File: src/hw/addr_fifo.sv
// no logic of its own: the address fifo module sits beside the address generator

File: src/inc/chan_addr_pkg.sv
// shared constants for the per-channel address generator
package chan_addr_pkg;
    // register offsets on the special-function-register bus
    localparam logic [7:0] OFS_BASE_LO = 8'hca;
    localparam logic [7:0] OFS_BASE_HI = 8'hcb;
    localparam logic [7:0] OFS_OFFS_LO = 8'hcc;
    localparam logic [7:0] OFS_OFFS_HI = 8'hcd;
    // field widths
    localparam int BASE_HI_W = 4;
    localparam int OFFS_HI_W = 2;
    localparam int BASE_W = 12;
    localparam int OFFS_W = 10;
    // values after reset
    localparam logic [BASE_W-1:0] BASE_RST = 12'h000;
    localparam logic [OFFS_W-1:0] OFFS_RST = 10'h000;
    localparam logic [7:0] RDATA_RST = 8'h00;
    // default fifo depth
    localparam int FIFO_DEPTH = 8;
endpackage : chan_addr_pkg

File: src/hw/dma_channel_address_gen.sv
`timescale 1ns/100ps
// per-channel base and offset registers with byte address generation
module dma_channel_address_gen #(
    parameter int NUM_CHAN = 8,
    parameter int SEL_W = 3,
    parameter int DEPTH = chan_addr_pkg::FIFO_DEPTH
) (
    input wire logic i_ref_clk,
    input wire logic i_rst_b,
    // special-function-register bus
    input wire logic [7:0] i_sfr_addr,
    input wire logic i_sfr_wr,
    input wire logic [7:0] i_sfr_wdata,
    output logic [7:0] o_sfr_rdata,
    // channel chosen by the channel select register elsewhere
    input wire logic [SEL_W-1:0] i_chan_sel,
    // byte moved on a channel; stalls while the address fifo is full
    input wire logic i_byte_move,
    input wire logic [SEL_W-1:0] i_move_chan,
    output logic o_move_ready,
    // size match and wrap control from the length logic
    input wire logic [NUM_CHAN-1:0] i_size_match,
    input wire logic [NUM_CHAN-1:0] i_wrap_en,
    output logic [NUM_CHAN-1:0] o_full_len,
    // data ram address stream
    output logic o_ram_valid,
    input wire logic i_ram_ready,
    output logic [chan_addr_pkg::BASE_W-1:0] o_ram_addr
);
    localparam int BW = chan_addr_pkg::BASE_W;
    localparam int OW = chan_addr_pkg::OFFS_W;

    // per-channel base and offset state
    logic [BW-1:0] base_ff [NUM_CHAN];
    logic [BW-1:0] nxt_base [NUM_CHAN];
    logic [OW-1:0] offs_ff [NUM_CHAN];
    logic [OW-1:0] nxt_offs [NUM_CHAN];
    logic [NUM_CHAN-1:0] full_ff, nxt_full;
    logic [7:0] rdata_ff, nxt_rdata;
    // address computed for the moving channel
    logic [BW-1:0] move_addr;
    logic move_fire;
    logic fifo_ready;

    // a byte is only taken when the fifo can hold its address
    assign o_move_ready = fifo_ready;
    assign move_fire = i_byte_move & fifo_ready;
    // base plus offset, offset zero yields the base itself
    assign move_addr = base_ff[i_move_chan] + BW'(offs_ff[i_move_chan]);

    // next values for base, offset, full flags and read data
    always_comb begin
        nxt_rdata = chan_addr_pkg::RDATA_RST;
        nxt_full = full_ff;
        for (int c = 0; c < NUM_CHAN; c++) begin
            nxt_base[c] = base_ff[c];
            nxt_offs[c] = offs_ff[c];
            // size match on any channel raises full length
            if (i_size_match[c]) begin
                nxt_full[c] = 1'b1;
                // wrap restarts the offset at zero
                if (i_wrap_en[c]) begin
                    nxt_offs[c] = chan_addr_pkg::OFFS_RST;
                end
            end
        end
        // byte moved: one 10-bit increment with carry into high bits
        if (move_fire && !(i_size_match[i_move_chan] && i_wrap_en[i_move_chan])) begin
            nxt_offs[i_move_chan] = offs_ff[i_move_chan] + 1'b1;
        end
        // software writes go to the selected channel only
        if (i_sfr_wr) begin
            case (i_sfr_addr)
                chan_addr_pkg::OFS_BASE_LO: begin
                    nxt_base[i_chan_sel][7:0] = i_sfr_wdata;
                end
                chan_addr_pkg::OFS_BASE_HI: begin
                    // upper bits discarded
                    nxt_base[i_chan_sel][BW-1:8] = i_sfr_wdata[chan_addr_pkg::BASE_HI_W-1:0];
                end
                chan_addr_pkg::OFS_OFFS_LO: begin
                    nxt_offs[i_chan_sel][7:0] = i_sfr_wdata;
                    nxt_full[i_chan_sel] = i_size_match[i_chan_sel];
                end
                chan_addr_pkg::OFS_OFFS_HI: begin
                    // upper bits discarded
                    nxt_offs[i_chan_sel][OW-1:8] = i_sfr_wdata[chan_addr_pkg::OFFS_HI_W-1:0];
                    nxt_full[i_chan_sel] = i_size_match[i_chan_sel];
                end
                default: begin
                end
            endcase
        end
        // read mux for the selected channel, unused bits zero
        case (i_sfr_addr)
            chan_addr_pkg::OFS_BASE_LO: nxt_rdata = nxt_base[i_chan_sel][7:0];
            chan_addr_pkg::OFS_BASE_HI: nxt_rdata = {4'h0, nxt_base[i_chan_sel][BW-1:8]};
            chan_addr_pkg::OFS_OFFS_LO: nxt_rdata = nxt_offs[i_chan_sel][7:0];
            chan_addr_pkg::OFS_OFFS_HI: nxt_rdata = {6'h00, nxt_offs[i_chan_sel][OW-1:8]};
            default: nxt_rdata = chan_addr_pkg::RDATA_RST;
        endcase
    end

    // registers, all cleared on reset
    always_ff @(posedge i_ref_clk or negedge i_rst_b) begin
        if (!i_rst_b) begin
            for (int c = 0; c < NUM_CHAN; c++) begin
                base_ff[c] <= chan_addr_pkg::BASE_RST;
                offs_ff[c] <= chan_addr_pkg::OFFS_RST;
            end
            full_ff <= '0;
            rdata_ff <= chan_addr_pkg::RDATA_RST;
        end else begin
            for (int c = 0; c < NUM_CHAN; c++) begin
                base_ff[c] <= nxt_base[c];
                offs_ff[c] <= nxt_offs[c];
            end
            full_ff <= nxt_full;
            rdata_ff <= nxt_rdata;
        end
    end

    assign o_sfr_rdata = rdata_ff;
    assign o_full_len = full_ff;

    // fifo carrying the generated addresses to the ram side
    addr_fifo #(
        .WIDTH(BW),
        .DEPTH(DEPTH)
    ) u_fifo (
        .i_ref_clk(i_ref_clk),
        .i_rst_b(i_rst_b),
        .i_in_valid(i_byte_move),
        .o_in_ready(fifo_ready),
        .i_in_data(move_addr),
        .o_out_valid(o_ram_valid),
        .i_out_ready(i_ram_ready),
        .o_out_data(o_ram_addr)
    );

    // increment by exactly one per accepted byte
    a_offs_incr: assert property (@(posedge i_ref_clk) disable iff (!i_rst_b)
        (move_fire && !i_sfr_wr && !i_size_match[i_move_chan])
        |=> offs_ff[$past(i_move_chan)] == $past(offs_ff[i_move_chan]) + 10'h001)
        else $error("offset did not step by one");
    // zero offset yields the base
    a_zero_base: assert property (@(posedge i_ref_clk) disable iff (!i_rst_b)
        (offs_ff[i_move_chan] == 10'h000) |-> move_addr == base_ff[i_move_chan])
        else $error("address differs from base at zero offset");
    // base high readback upper nibble zero
    a_base_hi_rd: assert property (@(posedge i_ref_clk) disable iff (!i_rst_b)
        ($past(i_sfr_addr) == chan_addr_pkg::OFS_BASE_HI) |-> o_sfr_rdata[7:4] == 4'h0)
        else $error("base high unused bits not zero");
    // offset high readback upper bits zero
    a_offs_hi_rd: assert property (@(posedge i_ref_clk) disable iff (!i_rst_b)
        ($past(i_sfr_addr) == chan_addr_pkg::OFS_OFFS_HI) |-> o_sfr_rdata[7:2] == 6'h00)
        else $error("offset high unused bits not zero");
    // low base write lands in the selected channel
    a_base_wr: assert property (@(posedge i_ref_clk) disable iff (!i_rst_b)
        (i_sfr_wr && i_sfr_addr == chan_addr_pkg::OFS_BASE_LO)
        |=> base_ff[$past(i_chan_sel)][7:0] == $past(i_sfr_wdata))
        else $error("base low write lost");
    // offset low write lands in the selected channel
    a_offs_wr: assert property (@(posedge i_ref_clk) disable iff (!i_rst_b)
        (i_sfr_wr && i_sfr_addr == chan_addr_pkg::OFS_OFFS_LO)
        |=> offs_ff[$past(i_chan_sel)][7:0] == $past(i_sfr_wdata))
        else $error("offset low write lost");
    // size match sets the full flag next cycle
    a_full_set: assert property (@(posedge i_ref_clk) disable iff (!i_rst_b)
        (i_size_match[0] && !i_sfr_wr) |=> o_full_len[0])
        else $error("full length flag not raised");
    // wrap returns the offset to zero
    a_wrap_zero: assert property (@(posedge i_ref_clk) disable iff (!i_rst_b)
        (i_size_match[0] && i_wrap_en[0] && !i_sfr_wr) |=> offs_ff[0] == 10'h000)
        else $error("wrap did not clear offset");
    // carry from the low byte reaches the high bits
    a_carry: assert property (@(posedge i_ref_clk) disable iff (!i_rst_b)
        (move_fire && !i_sfr_wr && !i_size_match[i_move_chan]
         && offs_ff[i_move_chan][7:0] == 8'hff && offs_ff[i_move_chan][9:8] != 2'h3)
        |=> offs_ff[$past(i_move_chan)][9:8] == $past(offs_ff[i_move_chan][9:8]) + 2'h1)
        else $error("carry lost into high offset bits");
    // reset leaves the read data cleared
    a_rst_clear: assert property (@(posedge i_ref_clk)
        $rose(i_rst_b) |-> o_sfr_rdata == 8'h00 && o_full_len == '0)
        else $error("state not cleared by reset");
    // a refused byte leaves the offset where it was
    a_move_refused: assert property (@(posedge i_ref_clk) disable iff (!i_rst_b)
        (i_byte_move && !o_move_ready && !i_sfr_wr && !i_size_match[i_move_chan])
        |=> offs_ff[$past(i_move_chan)] == $past(offs_ff[i_move_chan]))
        else $error("refused byte moved the offset");
    // high base write keeps only the implemented nibble
    a_base_hi_wr: assert property (@(posedge i_ref_clk) disable iff (!i_rst_b)
        (i_sfr_wr && i_sfr_addr == chan_addr_pkg::OFS_BASE_HI)
        |=> base_ff[$past(i_chan_sel)][BW-1:8] == $past(i_sfr_wdata[3:0]))
        else $error("base high write lost");
    // high offset write keeps only the implemented two bits
    a_offs_hi_wr: assert property (@(posedge i_ref_clk) disable iff (!i_rst_b)
        (i_sfr_wr && i_sfr_addr == chan_addr_pkg::OFS_OFFS_HI)
        |=> offs_ff[$past(i_chan_sel)][OW-1:8] == $past(i_sfr_wdata[1:0]))
        else $error("offset high write lost");
    // a write to another channel leaves channel zero untouched
    a_unsel_keep: assert property (@(posedge i_ref_clk) disable iff (!i_rst_b)
        (i_sfr_wr && i_chan_sel != '0)
        |=> base_ff[0] == $past(base_ff[0]))
        else $error("unselected channel base changed");
    // the full flag stays up until software rewrites the offset
    a_full_sticky: assert property (@(posedge i_ref_clk) disable iff (!i_rst_b)
        (o_full_len[0] && !i_sfr_wr) |=> o_full_len[0])
        else $error("full length flag dropped on its own");
    // reset leaves base and offset of the selected channel cleared
    a_rst_regs: assert property (@(posedge i_ref_clk)
        $rose(i_rst_b) |-> base_ff[i_chan_sel] == chan_addr_pkg::BASE_RST
        && offs_ff[i_chan_sel] == chan_addr_pkg::OFFS_RST)
        else $error("base or offset not cleared by reset");
endmodule : dma_channel_address_gen

// small valid/ready fifo of parameterised width and depth
module addr_fifo #(
    parameter int WIDTH = 13,
    parameter int DEPTH = 8
) (
    input wire logic i_ref_clk,
    input wire logic i_rst_b,
    input wire logic i_in_valid,
    output logic o_in_ready,
    input wire logic [WIDTH-1:0] i_in_data,
    output logic o_out_valid,
    input wire logic i_out_ready,
    output logic [WIDTH-1:0] o_out_data
);
    localparam int AW = $clog2(DEPTH);
    // storage array and its next contents
    logic [WIDTH-1:0] mem_ff [DEPTH];
    logic [WIDTH-1:0] nxt_mem [DEPTH];
    logic [AW-1:0] wr_ff, nxt_wr;
    logic [AW-1:0] rd_ff, nxt_rd;
    logic [AW:0] cnt_ff, nxt_cnt;
    logic push, pop;

    // full and empty from the fill count, compared at the count's own width
    assign o_in_ready = (cnt_ff != (AW+1)'(DEPTH));
    assign o_out_valid = (cnt_ff != '0);
    assign o_out_data = mem_ff[rd_ff];
    assign push = i_in_valid & o_in_ready;
    assign pop = o_out_valid & i_out_ready;

    // pointer and count update
    always_comb begin
        nxt_wr = wr_ff;
        nxt_rd = rd_ff;
        nxt_cnt = cnt_ff;
        if (push) begin
            nxt_wr = (wr_ff == AW'(DEPTH-1)) ? '0 : wr_ff + 1'b1;
        end
        if (pop) begin
            nxt_rd = (rd_ff == AW'(DEPTH-1)) ? '0 : rd_ff + 1'b1;
        end
        if (push && !pop) begin
            nxt_cnt = cnt_ff + 1'b1;
        end else if (pop && !push) begin
            nxt_cnt = cnt_ff - 1'b1;
        end
    end

    // pointer registers
    always_ff @(posedge i_ref_clk or negedge i_rst_b) begin
        if (!i_rst_b) begin
            wr_ff <= '0;
            rd_ff <= '0;
            cnt_ff <= '0;
        end else begin
            wr_ff <= nxt_wr;
            rd_ff <= nxt_rd;
            cnt_ff <= nxt_cnt;
        end
    end

    // next storage contents: only the write slot changes on a push
    always_comb begin
        nxt_mem = mem_ff;
        if (push) begin
            nxt_mem[wr_ff] = i_in_data;
        end
    end

    // data storage, no reset needed since empty slots are never shown as valid
    always_ff @(posedge i_ref_clk) begin
        mem_ff <= nxt_mem;
    end

    // the fill count never passes the depth
    a_fill_bound: assert property (@(posedge i_ref_clk) disable iff (!i_rst_b)
        cnt_ff <= (AW+1)'(DEPTH))
        else $error("fifo fill count above depth");
    // a stalled head holds its value
    a_head_hold: assert property (@(posedge i_ref_clk) disable iff (!i_rst_b)
        (o_out_valid && !i_out_ready) |=> (o_out_valid && $stable(o_out_data)))
        else $error("fifo head changed while stalled");
endmodule : addr_fifo

File: config.mk
export PLATFORM = sky130hd
export DESIGN_NAME = dma_channel_address_gen
export DESIGN_NICKNAME = d
export VERILOG_FILES = /design/src/hw/addr_fifo.sv /design/src/inc/chan_addr_pkg.sv /design/src/hw/dma_channel_address_gen.sv
export SDC_FILE = /design/constraint.sdc
export NUM_CORES = 1
export LEC_CHECK = 0
export ABC_AREA = 1
export BUFFER_PORTS_ARGS = -buffer_cell sky130_fd_sc_hd__clkbuf_2
export CAP_MARGIN = 30
export CORE_UTILIZATION = 45
export DETAILED_ROUTE_END_ITERATION = 12
export HOLD_SLACK_MARGIN = 0.12
export PLACE_DENSITY_LB_ADDON = 0.25
export SYNTH_ARGS = -nofsm -noshare
export SYNTH_HDL_FRONTEND = slang
export SYNTH_SLANG_ARGS = --single-unit
File: constraint.sdc
create_clock -name i_ref_clk -period 3.1 [get_ports i_ref_clk]
set_input_delay 0.31 -clock i_ref_clk [delete_from_list [all_inputs] [get_ports i_ref_clk]]
set_output_delay 0.31 -clock i_ref_clk [all_outputs]
set_load 0.01 [all_outputs]
==> flow_metrics.py, run 1 <==
metrics = {
    "timing": {
        "slew_headroom_pct": 45.9,
        "period_minus_slack_ps": 2940,
        "fmax_mhz": 340,
        "min_period_over_period_pct": 94.8,
        "slew_viol_final": 0,
        "fin_ws_ps": 162,
        "hold_viol": 0,
        "skew_ps": 22.4,
        "setup_viol": 0,
        "max_slew.worst_pin.slew_ps": 806,
    },
    "finish": {
        "multi_input_area_um2": 8300,
        "design_area_um2": 22100,
        "stdcell_count": 3284,
        "area_growth_syn_to_layout_pct": 24.0,
        "seqCellArea_um2": 7940,
        "fin_util_pct": 56.9,
        "fin_nets": 2803,
        "drive_above_1_share_pct": 18.4,
        "fill_cells": 3772,
    },
    "worst_setup_path": {
        "worstPathRequired_ps": 3460,
        "endpoint_kind": "flip-flop",
        "reg2regPathDepth": 14,
        "arrival_ps": 3300,
        "cp-startpoint": "base_ff[36]",
        "cp_slowest_cell": "dfrtp_1",
        "crit_path_max_incr_delay_ps": 410,
        "cp-start-kind": "flip-flop",
        "critPathMaxFanout": 8,
        "r2r-start": "base_ff[36]",
        "crit_type": "flip-flop to flip-flop",
        "reg2reg_slack_ps": 160,
        "cp_cell_sequence": "a22o_1, a221oi_1, nand4_1, ha_1, inv_1, fa_1, nor2_1, a211oi_2, o21ai_1, nand3_1, nand2_1, a21oi_2, o21ai_2, xor2_2",
    },
    "clock_tree": {
        "cts.clk_slew.worst_paths_ps": 60,
        "cts_buffers": 36,
        "cts.sinks": 298,
        "cts_buffer_depth": 3,
        "cts_tree": "done",
        "cts_max_level": 2,
        "cts_root_buf": "clkbuf_16",
        "insertion_delay_ps": 570,
    },
    "worst_hold_path": {
        "hp-class": "input pin to flip-flop",
        "min_from": "i_sfr_wdata[7]",
        "worstHoldPathCells": 3,
    },
    "yosys": {
        "ys_seq_elements": 298,
        "ys.flop_type": "dfrtp_1",
        "synth_seq_area_share_pct": 44.5,
        "synth_edf_count": 96,
        "synthArstFlopShare_pct": 67.8,
        "ys_types": 56,
        "syn_avg_cell_area_um2": 7.35,
        "synthCells": 2430,
        "ys_warn_count": 0,
        "synth_nets": 2493,
        "netlist_area_um2": 17900,
    },
    "power_and_ir_drop": {
        "p_total_uw": 12600,
        "peakVddDrop_mv": 0.457,
        "p_per_area_nw_per_um2": 569,
        "p_leak_uw": 0.0110,
    },
    "placed_design": {
        "portBuffers": 72,
        "place_congestion": 1.04,
        "dpl-instance-area_um2": 20800,
        "dp.cells": 3210,
        "hpwl_um": 64100,
        "pre_cts_ws_ps": -360,
    },
    "global_routing": {
        "antenna_found_initial": 2,
        "grt_pass1_wl_um": 124000,
        "first_global_vias": 18765,
        "grt_max_degree": 78,
        "grt_use_total_pct": 41.9,
        "overflow": 0,
    },
    "floorplanning": {
        "core_area_um2": 38900,
        "start_util_pct": 45.9,
        "die_y_um": 201,
        "io_pins": 73,
        "rows": 72,
        "die-area_um2": 40500,
        "fp.dieW_um": 201,
    },
    "routing": {
        "ant_nets": 0,
        "drt_iter0_drc": 2206,
        "first_pass_iters": 6,
        "via_per_inst": 5.91,
        "num_vias": 19398,
        "wire_per_inst_um": 25.8,
        "drt_wl_total_um": 84800,
        "route.detailed.drc": 0,
    },
    "run": {
        "cap_violations": 0,
    },
    "outcome": {
        "status": "finished, final reports clean",
    },
}
-- registers in the layout, summed over array words and instances (netlist names) --
register and count:
offs_ff 80, o_full_len 8, u_fifo.rd_ff 3, o_sfr_rdata 8, u_fifo.mem_ff 96, u_fifo.cnt_ff 4, base_ff 96, u_fifo.wr_ff 3
-- critical path: cells and delay by family (launching register included) --
kind | cells | cell delay, ps
simple gates | 4 | 400
fa+ha+maj | 2 | 440
xor+xnor | 1 | 300
compound gates | 6 | 1090
flops | 1 | 410
buf+inv | 1 | 80
-- kinds of logic after synthesis --
kind of cell / count (synthesis) / share of synthesized area (%)
AND/OR/NAND/NOR: 1242 / 28.8
AO/OA/AOI/OAI: 441 / 15.2
buffers and inverters: 415 / 9.39
flip-flops: 298 / 44.5
adder cells (fa/ha/maj): 20 / 1.49
XOR/XNOR: 14 / 0.729
-- stage by stage --
stage / setup TNS [ps] / hold slack (ps)
finish: 0 / 236
detailed placement: -14700 / 302
global route: -337 / 231
floorplan: 0 / 14.4
global placement: -8080 / 289
CTS: 0 / 198
-- where the power goes --
part           switching (µW)  total, µW  internal, µW
sequential                196       4740          4540
clock                    1810       4420          2610
combinational            2280       3440          1160
total                    4290      12600          8310
-- layout by cell type, fill, tap and decap left out, types with 20 or more instances in the layout --
cell type	netlist	layout
clkbuf_2	0	71
nand2_1	728	728
o22ai_1	67	67
nor2_1	284	281
clkbuf_16	0	37
dfrtp_1	202	202
a21oi_1	35	34
o211ai_1	71	71
inv_1	279	278
nand3_1	143	143
a31oi_1	32	32
nor2_2	18	20
buf_4	5	288
edfxtp_1	96	96
o21ai_0	150	146
o21ai_1	26	29
-- cells in the mapped netlist (2+ instances only) --
| cell | number | area, µm² |
|---|---|---|
| nand2_1 | 728 | 2730 |
| nor2_1 | 284 | 1070 |
| inv_1 | 279 | 1050 |
| dfrtp_1 | 202 | 5050 |
| o21ai_0 | 150 | 751 |
| nand3_1 | 143 | 716 |
| edfxtp_1 | 96 | 2880 |
| o211ai_1 | 71 | 533 |
| o22ai_1 | 67 | 419 |
| clkbuf_1 | 56 | 210 |
| buf_2 | 40 | 200 |
| a21oi_1 | 35 | 175 |
| a31oi_1 | 32 | 200 |
| o21ai_1 | 26 | 130 |
| ha_1 | 18 | 225 |
| inv_2 | 18 | 67.6 |
| nor2_2 | 18 | 113 |
| nand4_1 | 17 | 106 |
| a22oi_1 | 16 | 120 |
| nand2_2 | 15 | 93.8 |
| a221oi_1 | 13 | 114 |
| nor3_1 | 13 | 65.1 |
| o221ai_1 | 10 | 87.6 |
| nand3_2 | 9 | 90.1 |
| xor2_1 | 9 | 78.8 |
| clkinv_1 | 7 | 26.3 |
| o2111ai_1 | 7 | 61.3 |
| buf_6 | 6 | 67.6 |
| buf_4 | 5 | 37.5 |
| xnor2_1 | 4 | 35.0 |
| buf_1 | 3 | 11.3 |
| nor2_4 | 3 | 33.8 |
| a21oi_2 | 2 | 17.5 |
| and2_1 | 2 | 12.5 |
| fa_1 | 2 | 40.0 |
| nand3b_1 | 2 | 15.0 |
| nor4_1 | 2 | 12.5 |
| o21a_1 | 2 | 15.0 |
-- worst paths after layout --
| kind | endpoint |
|---|---|
| min | offs_ff[27] |
| max in group asynchronous | offs_ff[36] |
| min in group asynchronous | offs_ff[38] |
| max reg2reg | u_fifo.mem_ff[82] |
| max | u_fifo.mem_ff[82] |
| min reg2reg | o_full_len[2] |
-- cell type report --
type / instances / area share, %
well taps: 518 / 2.93
clock inverters: 10 / 0.729
repair buffers: 383 / 13.1
diodes: 1 / 0.0113
multi-input cells: 1717 / 37.5
inverters: 304 / 5.15
clock buffers: 53 / 4.72
flip-flops and latches: 298 / 35.8
-- routing by layer --
metal	wire length [µm]	track usage, %	vias to the layer above	share of wire, %
met5	41	0	-	0.048
met4	5970	26.4	6	7.0
met3	8700	8.44	273	10
met2	36700	63.3	1243	43
met1	33400	55.3	9250	39
li1	-	-	8626	-
-- repair_timing --
action                                  in CTS  in global routing
endpoints found under the hold margin       72                  0
endpoints found under the setup margin       0                 48
resized for setup                            0                  7
hold buffers                                 9                  0
buffers inserted                             0                  1
Note: power is estimated with default switching activity, not from simulation.
==> run 2: changes to the inputs <==
--- a/config.mk
+++ b/config.mk
@@ -8,6 +8,7 @@
 export ABC_AREA = 1
 export BUFFER_PORTS_ARGS = -buffer_cell sky130_fd_sc_hd__clkbuf_2
 export CAP_MARGIN = 30
+export CORE_ASPECT_RATIO = 1.4
 export CORE_UTILIZATION = 45
 export DETAILED_ROUTE_END_ITERATION = 12
 export HOLD_SLACK_MARGIN = 0.12
==> flow_metrics.py, run 2 (synthesis results as in run 1) <==
metrics = {
    "power_and_ir_drop": {
        "intPower_uw": 8020,
        "swShare_pct": 33.9,
        "peakVddDrop_mv": 0.449,
        "p_total_uw": 12100,
        "seq_power_share_pct": 38.9,
        "p_switching_uw": 4110,
        "p_leak_uw": 0.0106,
        "clkPwrFrac_pct": 33.9,
        "p_per_area_nw_per_um2": 563,
        "p_comb_share_pct": 27.2,
    },
    "timing": {
        "min_period_over_period_pct": 95.3,
        "setup_viol": 0,
        "slew_viol_final": 0,
        "fmax_mhz": 338,
        "hold_viol": 0,
        "worst_hold_slack_ps": 135,
        "skew_ps": 18.4,
        "max_slew.worst_pin.slew_ps": 808,
        "slew_headroom_pct": 46.2,
        "setup_tns_ps": 0,
        "period_minus_slack_ps": 2960,
    },
    "routing": {
        "via_per_inst": 5.76,
        "route.detailed.drc": 0,
        "drt_wl_total_um": 77400,
        "first_pass_iters": 6,
        "routed-wl-met2_um": 37200,
        "ant_nets": 0,
        "wire_per_inst_um": 24.0,
        "top_layer_used": "met4",
        "drt_iter0_drc": 1715,
        "num_vias": 18558,
        "met3_length_um": 5420,
        "wl_met1_um": 27900,
    },
    "global_routing": {
        "overflow": 0,
        "antenna_found_initial": 0,
        "first_global_vias": 18213,
        "grt_pass1_wl_um": 113000,
        "grt_use_total_pct": 38.5,
        "grt_max_degree": 92,
    },
    "finish": {
        "reg_top3": "base_ff: 96 flops, u_fifo.mem_ff: 96 flops, offs_ff: 80 flops",
        "fin_nets": 2731,
        "design_area_um2": 21500,
        "drive_above_1_share_pct": 16.8,
        "diodes": 0,
        "layout_common_cells": "nand2_1 (727), nor2_1 (281), inv_1 (279)",
        "area_growth_syn_to_layout_pct": 20.6,
        "final_common_cell": "nand2_1",
        "stdcell_count": 3221,
    },
    "floorplanning": {
        "die-area_um2": 40500,
        "io_pins": 73,
        "fp.dieW_um": 170,
        "rows": 86,
        "start_util_pct": 45.5,
        "core_area_um2": 39300,
        "die_y_um": 238,
    },
    "clock_tree": {
        "insertion_delay_ps": 610,
        "cts_buffer_depth": 3,
        "cts_buffers": 31,
        "cts.sinks": 298,
        "cts_tree": "done",
        "cts_root_buf": "clkbuf_16",
        "cts.clk_slew.worst_paths_ps": 70,
        "cts_max_level": 1,
    },
    "worst_setup_path": {
        "critical_path.top_delay_family": "compound AO/OA/AOI/OAI gates",
        "reg2regPathDepth": 14,
        "cpMostUsedCell": "o21ai_2",
        "cp.depth": 14,
        "cp_slowest_cell": "dfrtp_1",
        "critPathMaxFanout": 8,
        "cp-start-kind": "flip-flop",
        "worstPathRequired_ps": 3490,
        "cp_cell_sequence": "a22o_1, a221oi_1, nand4_1, ha_2, inv_1, fa_2, nor2_1, a211oi_2, o21ai_2, nand3_1, nand2_2, a21oi_2, o21ai_2, xor2_2",
        "crit_type": "flip-flop to flip-flop",
        "crit_path_max_incr_delay_ps": 390,
        "path_buf_inv": 1,
        "arrival_ps": 3340,
        "endpoint_kind": "flip-flop",
    },
    "placed_design": {
        "dp.cells": 3153,
        "dpl-instance-area_um2": 20300,
        "portBuffers": 72,
        "place_congestion": 1.07,
        "hpwl_um": 59300,
    },
    "outcome": {
        "status": "finished, final reports clean",
    },
    "worst_hold_path": {
        "worstHoldPathCells": 4,
        "hp-class": "input pin to flip-flop",
    },
    "run": {
        "cap_violations": 0,
    },
}
-- run 2: worst min-delay path, stage by stage --
cell and delay (ps):
clkbuf_2 90, nand2_1 70, inv_1 130, o21ai_0 90
-- run 2: power groups by stage --
stage | sequential [µW] | combinational, µW | clock (µW)
floorplan | 4750 | 1900 | 0
global placement | 4770 | 3180 | 0
detailed placement | 4790 | 3240 | 0
CTS | 4710 | 3260 | 4160
global route | 4750 | 3650 | 4290
finish | 4710 | 3300 | 4110
-- run 2: what timing repair did --
| action | in CTS | in global routing |
|---|---|---|
| resized for setup | 1 | 14 |
| hold buffers | 9 | 0 |
| setup endpoints to repair | 8 | 48 |
| setup buffers | 0 | 1 |
| pin swaps | 0 | 9 |
| hold endpoints to repair | 96 | 0 |
-- run 2: path summary, 6_finish.rpt --
kind | start | end | slack (ps)
hold / removal | i_ram_ready | u_fifo.rd_ff[1] | 130
hold reg to reg | base_ff[22] | base_ff[22] | 500
min in group asynchronous | i_rst_b | offs_ff[65] | 290
setup reg to reg | base_ff[36] | u_fifo.mem_ff[46] | 140
max in group asynchronous | i_rst_b | base_ff[0] | 1970
setup / recovery | base_ff[36] | u_fifo.mem_ff[46] | 140
-- run 2: per-layer routing --
layer	vias to the layer above	track usage, %
met5	-	0
met4	0	29.6
met3	296	4.61
met2	986	65.0
met1	8797	44.4
li1	8479	-
-- run 2: per-stage QoR --
step                setup slack, ps  util [%]
finish                          144      54.8
global route                  -51.9      54.8
CTS                            32.3      54.6
floorplan                      23.5         -
global placement               -347      51.6
detailed placement             -434      51.6
-- run 2: area by class of cell --
class	count	area, µm²
clock buffer	32	779
clock inverter	26	323
fill	3793	17700
inverter	304	1140
multi-input combinational	1717	8360
sequential	298	7940
tap	528	661
timing repair buffer	316	2340
